### src/inc/touch_regs_cfg.svh
// Register offsets, field positions, reset values and key bytes for the readback bank
`ifndef TOUCH_REGS_CFG_SVH
`define TOUCH_REGS_CFG_SVH

`define ADDR_LOCK_OFS 8'h79
`define BUS_ADDRESS_PIN_MODE_OFS 8'h7C
`define SENSOR_READOUT_SELECT_OFS 8'h81
`define BASELINE_HIGH_OFS 8'h82
`define BASELINE_LOW_OFS 8'h83
`define DELTA_COUNT_HIGH_OFS 8'h84
`define DELTA_COUNT_LOW_OFS 8'h85
`define RAW_COUNT_HIGH_OFS 8'h86
`define RAW_COUNT_LOW_OFS 8'h87
`define TOUCH_ON_FLAGS_OFS 8'h88

`define PULLUP_DISABLE_BIT 7
`define READ_ENABLE_BIT 7

`define BUS_ADDRESS_PIN_MODE_RST 8'h00
`define SENSOR_READOUT_SELECT_RST 8'h00
`define LOCK_STATE_RST 1'b1

`define UNLOCK_KEY0 8'h3C
`define UNLOCK_KEY1 8'hA5
`define UNLOCK_KEY2 8'h69
`define LOCK_KEY0 8'h96
`define LOCK_KEY1 8'h5A
`define LOCK_KEY2 8'hC3

`endif

### src/inc/touch_regs_pkg.sv
// Types shared by the touch sensor readback register bank
package touch_regs_pkg;

    typedef enum logic [1:0] {
        KEY_IDLE,
        KEY_ONE,
        KEY_TWO
    } key_phase_t;

endpackage : touch_regs_pkg

### src/verilog/lock_sequencer.sv
// Three-byte unlock and lock key sequencer for the address lock
`timescale 1ns/1ps
`default_nettype none
`include "touch_regs_cfg.svh"

module lock_sequencer
    import touch_regs_pkg::*;
(
    // Clock and reset
    input wire logic clock_in,
    input wire logic rst_b_in,
    // Writes to the lock register
    input wire logic write_in,
    input wire logic [7:0] data_in,
    // State
    output logic locked_out,
    output logic relock_out
);

    typedef struct packed {
        key_phase_t unlock_phase;
        key_phase_t lock_phase;
        logic locked;
        logic relock;
    } seq_state_t;

    seq_state_t state_reg;
    seq_state_t state_next;

    // Each key chain restarts on any wrong byte; a wrong byte may itself start it
    always_comb begin
        state_next = state_reg;
        state_next.relock = 1'b0;
        if (write_in) begin
            unique case (state_reg.unlock_phase)
                KEY_IDLE: state_next.unlock_phase = (data_in == `UNLOCK_KEY0) ? KEY_ONE : KEY_IDLE;
                KEY_ONE: state_next.unlock_phase = (data_in == `UNLOCK_KEY1) ? KEY_TWO :
                    (data_in == `UNLOCK_KEY0) ? KEY_ONE : KEY_IDLE;
                KEY_TWO: begin
                    state_next.unlock_phase = (data_in == `UNLOCK_KEY0) ? KEY_ONE : KEY_IDLE;
                    if (data_in == `UNLOCK_KEY2) begin
                        state_next.locked = 1'b0;
                        state_next.unlock_phase = KEY_IDLE;
                    end
                end
                default: state_next.unlock_phase = KEY_IDLE;
            endcase
            unique case (state_reg.lock_phase)
                KEY_IDLE: state_next.lock_phase = (data_in == `LOCK_KEY0) ? KEY_ONE : KEY_IDLE;
                KEY_ONE: state_next.lock_phase = (data_in == `LOCK_KEY1) ? KEY_TWO :
                    (data_in == `LOCK_KEY0) ? KEY_ONE : KEY_IDLE;
                KEY_TWO: begin
                    state_next.lock_phase = (data_in == `LOCK_KEY0) ? KEY_ONE : KEY_IDLE;
                    if (data_in == `LOCK_KEY2) begin
                        state_next.locked = 1'b1;
                        state_next.relock = 1'b1;
                        state_next.lock_phase = KEY_IDLE;
                    end
                end
                default: state_next.lock_phase = KEY_IDLE;
            endcase
        end
    end

    always_ff @(posedge clock_in or negedge rst_b_in) begin
        if (!rst_b_in) begin
            state_reg <= '{KEY_IDLE, KEY_IDLE, `LOCK_STATE_RST, 1'b0};
        end else begin
            state_reg <= state_next;
        end
    end

    assign locked_out = state_reg.locked;
    assign relock_out = state_reg.relock;

endmodule : lock_sequencer
`default_nettype wire

### src/verilog/input_selector.sv
// Readout input select register with one-hot and sensing-pin checks
`timescale 1ns/1ps
`default_nettype none
`include "touch_regs_cfg.svh"

module input_selector
    import touch_regs_pkg::*;
#(
    parameter int NUM_INPUTS = 2
) (
    // Clock and reset
    input wire logic clock_in,
    input wire logic rst_b_in,
    // Write port and pin configuration
    input wire logic write_in,
    input wire logic [7:0] data_in,
    input wire logic [NUM_INPUTS-1:0] sensing_pins_in,
    // Register contents
    output logic [7:0] select_out
);

    typedef struct packed {
        logic [7:0] select;
    } sel_state_t;

    sel_state_t state_reg;
    sel_state_t state_next;

    function automatic logic one_hot(input logic [NUM_INPUTS-1:0] mask);
        return (mask != '0) && ((mask & (mask - 1'b1)) == '0);
    endfunction : one_hot

    logic [NUM_INPUTS-1:0] mask_w;
    assign mask_w = data_in[NUM_INPUTS-1:0];

    // Rejected writes leave both the old input and the enable untouched
    always_comb begin
        state_next = state_reg;
        if (write_in && one_hot(mask_w)
            && ((mask_w & ~sensing_pins_in) == '0)) begin
            state_next.select = 8'h00;
            state_next.select[`READ_ENABLE_BIT] = data_in[`READ_ENABLE_BIT];
            state_next.select[NUM_INPUTS-1:0] = mask_w;
        end
    end

    always_ff @(posedge clock_in or negedge rst_b_in) begin
        if (!rst_b_in) begin
            state_reg <= '{`SENSOR_READOUT_SELECT_RST};
        end else begin
            state_reg <= state_next;
        end
    end

    assign select_out = state_reg.select;

endmodule : input_selector
`default_nettype wire

### src/verilog/touch_sensor_readback_regs.sv
// Touch sensor readback register bank on the device's serial register port
`timescale 1ns/1ps
`default_nettype none
`include "touch_regs_cfg.svh"

module touch_sensor_readback_regs
    import touch_regs_pkg::*;
#(
    parameter int NUM_INPUTS = 2
) (
    // Clock and reset
    input wire logic clock_in,
    input wire logic rst_b_in,
    // Register port from the serial slave
    input wire logic reg_write_in,
    input wire logic reg_read_in,
    input wire logic [7:0] reg_addr_in,
    input wire logic [7:0] reg_wdata_in,
    output logic [7:0] reg_rdata_out,
    output logic reg_rvalid_out,
    // Sensing core results
    input wire logic [NUM_INPUTS-1:0] sensing_pins_in,
    input wire logic [NUM_INPUTS*16-1:0] baseline_value_in,
    input wire logic [NUM_INPUTS*16-1:0] delta_count_in,
    input wire logic [NUM_INPUTS*16-1:0] raw_count_in,
    input wire logic [NUM_INPUTS-1:0] touch_on_flags_in,
    // Applied bus configuration
    output logic [6:0] slave_address_out,
    output logic pin_pullup_disable_out
);

    // ************************************************************
    // Reset release
    // ************************************************************
    logic [1:0] rst_sync_reg;
    logic rst_b;

    always_ff @(posedge clock_in or negedge rst_b_in) begin
        if (!rst_b_in) begin
            rst_sync_reg <= 2'b00;
        end else begin
            rst_sync_reg <= {rst_sync_reg[0], 1'b1};
        end
    end
    assign rst_b = rst_sync_reg[1];

    // ************************************************************
    // Lock and selection submodules
    // ************************************************************
    logic address_lock_state;
    logic relock;
    logic [7:0] select_reg_w;
    logic lock_wr;
    logic address_wr;
    logic select_wr;

    // Write strobe decode, shared by the instances and the checks
    function automatic logic wr_hit(input logic we, input logic [7:0] addr,
        input logic [7:0] ofs);
        return we && addr == ofs;
    endfunction : wr_hit

    assign lock_wr = wr_hit(reg_write_in, reg_addr_in, `ADDR_LOCK_OFS);
    assign address_wr = wr_hit(reg_write_in, reg_addr_in, `BUS_ADDRESS_PIN_MODE_OFS);
    assign select_wr = wr_hit(reg_write_in, reg_addr_in, `SENSOR_READOUT_SELECT_OFS);

    lock_sequencer lock_u (
        .clock_in(clock_in),
        .rst_b_in(rst_b),
        .write_in(lock_wr),
        .data_in(reg_wdata_in),
        .locked_out(address_lock_state),
        .relock_out(relock)
    );

    input_selector #(.NUM_INPUTS(NUM_INPUTS)) select_u (
        .clock_in(clock_in),
        .rst_b_in(rst_b),
        .write_in(select_wr),
        .data_in(reg_wdata_in),
        .sensing_pins_in(sensing_pins_in),
        .select_out(select_reg_w)
    );

    // ************************************************************
    // Selected input results
    // ************************************************************
    logic [15:0] sel_base;
    logic [15:0] sel_delta;
    logic [15:0] sel_raw;

    // One-hot mux; an empty mask yields zero
    always_comb begin
        sel_base = 16'h0000;
        sel_delta = 16'h0000;
        sel_raw = 16'h0000;
        for (int i = 0; i < NUM_INPUTS; i++) begin
            if (select_reg_w[i]) begin
                sel_base = baseline_value_in[i*16 +: 16];
                sel_delta = delta_count_in[i*16 +: 16];
                sel_raw = raw_count_in[i*16 +: 16];
            end
        end
    end

    // ************************************************************
    // Register state
    // ************************************************************
    typedef struct packed {
        logic [7:0] pending_addr;
        logic [7:0] applied_addr;
        logic [7:0] rdata;
        logic rvalid;
        logic [15:0] key_hist;
    } bank_state_t;

    bank_state_t state_reg;
    bank_state_t state_next;
    logic rd_en;

    assign rd_en = select_reg_w[`READ_ENABLE_BIT];

    always_comb begin
        state_next = state_reg;
        state_next.rvalid = reg_read_in;
        if (address_wr
            && !address_lock_state) begin
            state_next.pending_addr = reg_wdata_in;
        end
        // Applying only on relock avoids dropping the link mid-transaction
        if (relock) begin
            state_next.applied_addr = state_reg.pending_addr;
        end
        // Last two lock bytes, kept only so the key chain checks can see them
        if (lock_wr) begin
            state_next.key_hist = {state_reg.key_hist[7:0], reg_wdata_in};
        end
        if (reg_read_in) begin
            state_next.rdata = 8'h00;
            unique case (reg_addr_in)
                `ADDR_LOCK_OFS: state_next.rdata = {7'h00, address_lock_state};
                `BUS_ADDRESS_PIN_MODE_OFS: state_next.rdata = state_reg.pending_addr;
                `SENSOR_READOUT_SELECT_OFS: state_next.rdata = select_reg_w;
                `BASELINE_HIGH_OFS: state_next.rdata = rd_en ? sel_base[15:8] : 8'h00;
                `BASELINE_LOW_OFS: state_next.rdata = rd_en ? sel_base[7:0] : 8'h00;
                `DELTA_COUNT_HIGH_OFS: state_next.rdata = rd_en ? sel_delta[15:8] : 8'h00;
                `DELTA_COUNT_LOW_OFS: state_next.rdata = rd_en ? sel_delta[7:0] : 8'h00;
                `RAW_COUNT_HIGH_OFS: state_next.rdata = rd_en ? sel_raw[15:8] : 8'h00;
                `RAW_COUNT_LOW_OFS: state_next.rdata = rd_en ? sel_raw[7:0] : 8'h00;
                `TOUCH_ON_FLAGS_OFS: begin
                    state_next.rdata[NUM_INPUTS-1:0] = touch_on_flags_in;
                end
                default: state_next.rdata = 8'h00;
            endcase
        end
    end

    always_ff @(posedge clock_in or negedge rst_b) begin
        if (!rst_b) begin
            state_reg <= '{`BUS_ADDRESS_PIN_MODE_RST, `BUS_ADDRESS_PIN_MODE_RST,
                8'h00, 1'b0, 16'h0000};
        end else begin
            state_reg <= state_next;
        end
    end

    assign reg_rdata_out = state_reg.rdata;
    assign reg_rvalid_out = state_reg.rvalid;
    assign slave_address_out = state_reg.applied_addr[6:0];
    assign pin_pullup_disable_out = state_reg.applied_addr[`PULLUP_DISABLE_BIT];

    generate
        for (genvar g = 0; g < NUM_INPUTS; g++) begin : g_sel_chk

        end
    endgenerate
endmodule : touch_sensor_readback_regs
`default_nettype wire

### config.mk
export PLATFORM = sky130hd
export DESIGN_NAME = touch_sensor_readback_regs
export DESIGN_NICKNAME = d
export VERILOG_FILES = /design/src/inc/touch_regs_pkg.sv /design/src/verilog/lock_sequencer.sv /design/src/verilog/input_selector.sv /design/src/verilog/touch_sensor_readback_regs.sv
export VERILOG_INCLUDE_DIRS = /design/src /design/src/inc
export SDC_FILE = /design/constraint.sdc
export NUM_CORES = 1
export LEC_CHECK = 0
export BUFFER_PORTS_ARGS = -buffer_cell sky130_fd_sc_hd__buf_4
export CORE_AREA = 5 5 84 86
export DETAILED_ROUTE_END_ITERATION = 7
export DIE_AREA = 0 0 89 91
export GPL_ROUTABILITY_DRIVEN = 0
export PLACE_DENSITY = 0.78
export SETUP_SLACK_MARGIN = 0.3
export SLEW_MARGIN = 10
export SYNTH_ARGS = -nofsm -noshare
export SYNTH_HDL_FRONTEND = slang
export SYNTH_SLANG_ARGS = --single-unit
### constraint.sdc
create_clock -name clock_in -period 3.4 [get_ports clock_in]
set_clock_uncertainty 0.1 [all_clocks]
set_input_delay 0.68 -clock clock_in [delete_from_list [all_inputs] [get_ports clock_in]]
set_output_delay 0.68 -clock clock_in [all_outputs]
set_load 0.01 [all_outputs]
==> results of run 1 <==
[cell families (layout without fill, tap and decap cells)]
family | Yosys count | in the layout | synth area share [%]
compound gates | 99 | 99 | 28.6
simple gates | 88 | 88 | 18.5
buf+inv | 48 | 158 | 9.78
flops | 36 | 36 | 33.3
mux | 17 | 17 | 7.89
fa+ha+maj | 4 | 4 | 1.85
other cells | 1 | 1 | 0.138
[per-stage QoR]
stage	cell area (um2)	hold slack, ns
after floorplan	2710	0.231
after global placement	3630	0.181
after detailed placement	3630	0.181
after CTS	3730	0.0511
after global routing	3730	0.0479
final	3730	0.0562
[layer usage]
layer  vias to the layer above  GRT usage, %
met1                      1404          28.2
li1                       1362             -
met4                         0          6.58
met5                         -             0
met2                       105          37.3
met3                        15          4.71
[path summary, 6_finish.rpt]
| kind | startpoint | to | slack, ns | depth (start not counted) |
|---|---|---|---|---|
| min in group clock_in | rst_sync_reg[0] | rst_sync_reg[1] | 0.27 | 0 |
| setup reg to reg | select_u.select_out[0] | reg_rdata_out[2] | 1.00 | 7 |
| hold / removal | rst_b_in | rst_sync_reg[1] | 0.06 | 1 |
| hold reg to reg | rst_sync_reg[1] | slave_address_out[5] | 0.16 | 1 |
| setup / recovery | select_u.select_out[0] | reg_rdata_out[2] | 1.00 | 7 |
| max in group asynchronous | rst_sync_reg[1] | lock_u.locked_out | 2.71 | 1 |
[worst max-delay path, cell delays in order, from the launching register on]
cell and delay, ns:
dfrtp_1 0.43, nor2b_2 0.66, buf_4 0.34, buf_4 0.20, a22oi_1 0.08, o32ai_1 0.27
a31oi_1 0.07, o211ai_1 0.16
[final cells by class]
type                       instances  area share, %
inverter                          10           1.01
clock inverter                     1          0.201
clock buffer                       7           2.32
sequential                        36           24.2
tap                               77           2.58
multi-input combinational        209           41.5
timing repair buffer             140           28.2
[power by group]
group	switching (uW)	total (uW)	internal, uW
clock	155	319	165
combinational	98.7	224	126
sequential	6.84	443	436
total	260	987	727
[cells in the mapped netlist (all sizes together) (2+ instances only)]
cell type  count  area share (%)
o21bai         2            0.55
and4b          2            0.74
a22o           2            0.65
o31ai          5             1.6
buf           30             7.3
o32ai          2            0.65
nor2          17             2.4
nand3          8             1.5
a22oi         12             3.3
nand4b         2            0.65
nand2         17             2.4
nor4b          2            0.65
a221o          2            0.74
mux2          17             7.9
nor3           8             1.5
a221oi        29             9.4
nor2b          5             1.2
ha             4             1.8
a311oi         2            0.65
dfrtp         35              32
clkbuf         8             1.1
nand4          5             1.2
o41ai          2            0.65
inv           10             1.4
o21ai          7             1.3
a21oi         11             2.2
nor4bb         4             1.5
a32o           2            0.74
o211ai         3            0.83
o22ai          2            0.46
a211oi         6             1.7
a31oi          4            0.92
and3           8             1.9
or4b           2            0.88
==> results.txt, run 1 <==
* Largest net degree at the start of global routing: 54
- The die is a little under 90 um wide.
- Total instance count after detailed placement: 472
- The floorplan has 29 rows.
- The tool flagged a number of max-cap violations equal to 0.
- Detailed route wirelength on metal2: 4.71 mm
- Peak clock frequency supported by timing: 417 MHz
* DIE AREA: 8100 um2
- Worst relative slew slack: about half
* RSZ-0062 raised after global routing: false
- Seq cells post-synth: 36
- Power spread over the standard cell area amounts to 265 nW/um2.
* Number of global-route vias before repair: between 2000 and 3000
* Actual transition at the worst max-transition pin: 0.751 ns
* TritonCTS clock tree: done
- Number of antenna violations at the first check in global routing: 0
* Number of hold-repair buffers added at the cts stage: 0
- End-of-flow core utilization: 60.1%
- After detailed routing, the number of remaining DRC violations is 0.
- The count of nets left with antenna violations once routing finished came out at 0.
- Sum of net half-perimeters after detailed placement: between 7 and 8 mm
* Mean Syn Cell Area: 9.26 um2
* Accumulated negative setup slack: 0 ns
* Setup CP Type: reg2reg
- Share of synthesized flip-flops with an asynchronous set or reset: 100%
- Initial cell density of the core: 43.7%
- Post-CTS setup repair buffer count: 0
* Number of gates given a new drive strength after cts: 0
* Total design power: between 900 and 1000 uW
* Type of the most critical hold path: in2async
- Routed signal wires occupy layers up through met4.
* Clock Latency Late Sink: 0.29 ns
- Once routing completed, OpenROAD measured the worst setup slack at about 1.0 ns.
- The first routing iteration left 230 violations.
- Summing all multi-input logic gate instances after layout gives around 1500 um2.
- Number of flops mapped to enable cells by yosys: 0
- At the worst endpoint, the arrival time is 2.52 ns.
* Launching element type of the critical path: flop
- Dividing the final minimum period by the clock period gives a little over two thirds.
* Primary FF master, synth: dfrtp_1
- Final-stage net count: roughly 530
* Status: finished clean
- Commonest cells after routing, fill and taps aside: buf_4, dfrtp_1, a221oi_1
* Final setup fails: 0
- Synth Instances: 293
* Post-Syn Area: 2710 um2
- Area taken by flip-flops and latches: between 900 and 1000 um2
- Clk slew on worst S/H paths: 0.08 ns
- Seq/Total Area, Yosys: about a third
- Dividing the detail-routed wire length by the instance count gives roughly 19 um.
* I/O Pins: 137
- Antenna diode count: 0
- The worst path needs 2.40 ns of the cycle, external delays included.
- CORE AREA: 6200 um2
- First-pass DRT Iterations: 5
- Number of nets in the synthesized netlist: 417
* Static power due to leakage: 0.00173 uW
- The hold violation total from the final report was 0.
- Pins over their slew limit: 0
- The longest clock path from root to sink contains 2 buffers.
- STA classifies the critical path endpoint as a flop.
- Routed via count: 2886
- Filler Cell Count: approximately 550
- Non-Filler Instances: between 400 and 500
- After detailed routing, the met3 layer carries 702 um of wire.
* Overall track demand over capacity in global routing: 22.1%
* Number of buffers created by CTS: 5
- Leaving out fill and tap cells, the most frequent cell in the layout is buf_4.
* Share of final-layout standard cells stronger than drive strength 1: between 40% and 50%
- After detailed routing, the total wire length is 9.24 mm.
- Port Buffer Count: 136
- CTS saw 36 sinks.
- In this run the vertical extent of the chip is 91 um.
- Area Overhead vs Synth: 37.5%
- Number of distinct library cells after synthesis: 61
* Data required time of the critical path: 3.52 ns
- Number of warnings issued by yosys: 0
- Wire length of the first global-routing pass: 14.1 mm
- The detailed router put a total of between 3 and 4 mm of wire on met1.
- Via/cell ratio: between 6 and 7
- Max VDD drop: 0.000169 V
- Largest driver fanout on the critical path: 20
* Level count of the clock H-tree: 2
- Summed over all layers, the global routing overflow is 0.
* Root buf cell: clkbuf_8
- OpenSTA, run right after detailed placement, puts the worst setup slack at 0.901 ns.
Note: power is estimated with default switching activity, not from simulation.
==> run 2, diff against run 1 <==
--- a/config.mk
+++ b/config.mk
@@ -7,11 +7,11 @@
 export NUM_CORES = 1
 export LEC_CHECK = 0
 export BUFFER_PORTS_ARGS = -buffer_cell sky130_fd_sc_hd__buf_4
-export CORE_AREA = 5 5 84 86
+export CORE_AREA = 5 5 87 89
 export DETAILED_ROUTE_END_ITERATION = 7
-export DIE_AREA = 0 0 89 91
+export DIE_AREA = 0 0 92 94
 export GPL_ROUTABILITY_DRIVEN = 0
-export PLACE_DENSITY = 0.78
+export PLACE_DENSITY = 0.76
 export SETUP_SLACK_MARGIN = 0.3
 export SLEW_MARGIN = 10
 export SYNTH_ARGS = -nofsm -noshare
==> constraint.sdc (replaced) <==
create_clock -name clock_in -period 2 [get_ports clock_in]
set_clock_uncertainty 0.1 [all_clocks]
set_input_delay 0.4 -clock clock_in [delete_from_list [all_inputs] [get_ports clock_in]]
set_output_delay 0.4 -clock clock_in [all_outputs]
set_load 0.01 [all_outputs]
==> run 2 against run 1 <==
Hold slack improved by 0.11 ns. Clock-buffer cell count did not move. Core utilization rose by 3.4 points. Clock power rose by 67%. Register-to-register slack got worse by 0.83 ns. Critical path depth fell by 1. First-iteration DRC count rose by 4.3%. Largest cell class unchanged.
==> results.txt, run 2 (synthesized netlist as in run 1, its figures left out) <==
- CORE AREA: 6680 um2 (+7.7%)
- Cell with the biggest individual delay on the critical path: dfrtp_1
- The tightest min-delay check is of the reg2async type.
- Wirelength, routed: 10.1 mm (+9.2%)
- Share of final-layout standard cells stronger than drive strength 1: 51.0% (+8.6 points)
- The endpoint identified for the worst register-to-register timing path is reg_rdata_out[7].
* I/O Pins: 137 (unchanged)
- Largest net degree at the start of global routing: 43 (-20%)
* Initial cell density of the core: 40.6% (-3.1 points)
- DRC viols: 0 (unchanged)
- The library cells used most frequently in the layout, excluding fill and tap cells, are buf_4, dfrtp_1, a221oi_1.
* Largest driver fanout on the critical path: 14 (-30%)
- The slack of the worst reg-to-reg path is 0.17 ns (-0.83 ns).
* Via/cell ratio: 5.94 (-1.2%)
- The maximum cell stage delay along the critical path came to 0.39 ns (-0.27 ns).
* Number of buffers created by CTS: 5 (unchanged)
* Overall track demand over capacity in global routing: 22.1% (about the same)
- The number of iterations in the first detailed-routing pass is 4 (-1).
- Final setup fails: 0 (unchanged)
- The static leakage power is 0.00196 uW (+13%).
- Max VDD drop: 0.000280 V (+66%)
- The clock period minus worst slack is 1.83 ns (-0.570 ns).
- The maximum buffer depth of the clock tree came to 2 (unchanged).
- Clk slew on worst S/H paths: 0.07 ns (about the same)
- The number of pins exceeding their max-slew limit in the final report was 0 (unchanged).
- The post-route clock period utilization is 91.5% (+21 points).
* Status: finished clean
- Element type at the critical path end: flop
- The required time at the endpoint of the critical path came to 2.06 ns (-1.46 ns).
- Area Overhead vs Synth: 56.3%
- The post-detailed-route wirelength per cell was 19.8 um (+3.0%).
- The initial antenna violation count came to 0 (unchanged).
- Level count of the clock H-tree: 2 (unchanged)
- Worst-path cell chain: nor2b_4 -> clkbuf_16 -> a221o_1 -> a31o_1 -> a211oi_2 -> o21ai_1
* Most frequent standard cell in the layout excluding fill and tap cells: buf_4
- Die extent in y: 94 um (+3.3%)
- Total number of placement rows: 30 (+3.4%)
- The via count of the first global-routing pass was 3044 (+9.2%).
- The standard cell area after detailed placement came to 3820 um2 (+5.1%).
* Final hold violations: 0 (unchanged)
- The power density over cell area came to 411 nW/um2 (+55%).
- Final-stage net count: 552 (+4.9%)
* Clock Latency Late Sink: 0.29 ns (about the same)
- Total design power: 1740 uW (+76%)
- The worst register-to-register path begins at select_u.select_out[0].
* Arrival time of data at the critical path endpoint: 1.89 ns (-0.63 ns)
- Overall overflow remaining after global route: 0 (unchanged)
* Antenna diode count: 0 (unchanged)
- The worst setup path is launched from a flop.
* Port Buffer Count: 136 (unchanged)
* Root buf cell: clkbuf_8
- The first-pass GRT wire length came to 15.3 mm (+8.4%).
- The summed area of non-filler cells in the final layout was 4240 um2 (+14%).
- Worst Reg-to-Reg Cells: 6 (-1)
- The cell family contributing the most delay on the critical path is compound AO/OA/AOI/OAI gates.
* TritonCTS clock tree: done
- Sum of net half-perimeters after detailed placement: 7.67 mm (+4.8%)
- The sink count of the clock tree is 36 (unchanged).
- Setup repair after global routing could not meet its margin everywhere.
- Drt initial violations: 240 (+4.3%)
* Peak clock frequency supported by timing: 547 MHz (+31%)
- The count of max-cap constraint violations came to 0 (unchanged).
- DIE AREA: 8650 um2 (+6.8%)
* Setup CP Type: reg2reg
- The total via count after detailed routing came to 3025 (+4.8%).
- The width of the die is 92 um (+3.4%).
- Number of buffer and inverter stages on the critical path: 1 (-1)
* DRT antenna net count: 0 (unchanged)
==> run 2: cell types whose count changed in the layout (fill, tap and decap cells not counted), sizes merged <==
cell | before | now
dlygate4sd3 | 0 | 1
buf | 140 | 163
clkbuf | 7 | 9
==> run 2: worst max path at each step <==
stage / start / to / slack, ns / cells after the start
floorplan: reg_addr_in[7] / state_reg[35] / 0.17 / 6
global placement: reg_addr_in[4] / reg_rdata_out[0] / 0.03 / 7
detailed placement: reg_addr_in[4] / reg_rdata_out[1] / -0.03 / 7
CTS: select_u.select_out[0] / reg_rdata_out[7] / 0.21 / 6
global route: select_u.select_out[1] / reg_rdata_out[6] / 0.10 / 7
finish: select_u.select_out[0] / reg_rdata_out[7] / 0.17 / 6
==> run 2: area by class of cell <==
cell class | count | area (um2)
Timing Repair Buffer | 166 | 1370
Clock buffer | 7 | 86.3
Tap cell | 80 | 100
Fill cell | 564 | 2440
Inverter | 10 | 37.5
Sequential cell | 36 | 903
Multi-Input combinational cell | 209 | 1740
Clock inverter | 1 | 7.51
==> run 2: through the flow <==
| step | util [%] | setup TNS (ns) | setup WS, ns | hold WS [ns] | std cells |
|---|---|---|---|---|---|
| after global placement | 57.2 | 0 | 0.0270 | 0.0826 | 492 |
| after global routing | 63.5 | 0 | 0.100 | 0.203 | 509 |
| after floorplan | - | 0 | 0.168 | 0.00441 | 293 |
| after CTS | 61.4 | 0 | 0.206 | 0.180 | 506 |
| final | 63.5 | 0 | 0.171 | 0.166 | 509 |
| after detailed placement | 57.2 | -0.0573 | -0.0325 | 0.0845 | 492 |
==> run 2: timing repair <==
item	4_1_cts	5_1_grt
hold endpoints to repair	2	0
hold buffers	1	0
endpoints found under the setup margin	8	13
gates cloned	2	1
pin swaps	15	15
buffers inserted	3	2
gates resized for setup	25	17
==> run 2: report_power, final <==
group          switching (uW)  internal (uW)
Sequential               12.1            742
Clock                     254            280
Combinational             199            255
Total                     465           1280
==> run 2: routing by layer <==
layer,track usage (%),share of wire [%],up-vias
li1,-,-,1420
met1,28.8,40,1448
met2,38.0,52,134
met3,4.09,6.6,23
met4,5.20,2.1,0
met5,0,0,-
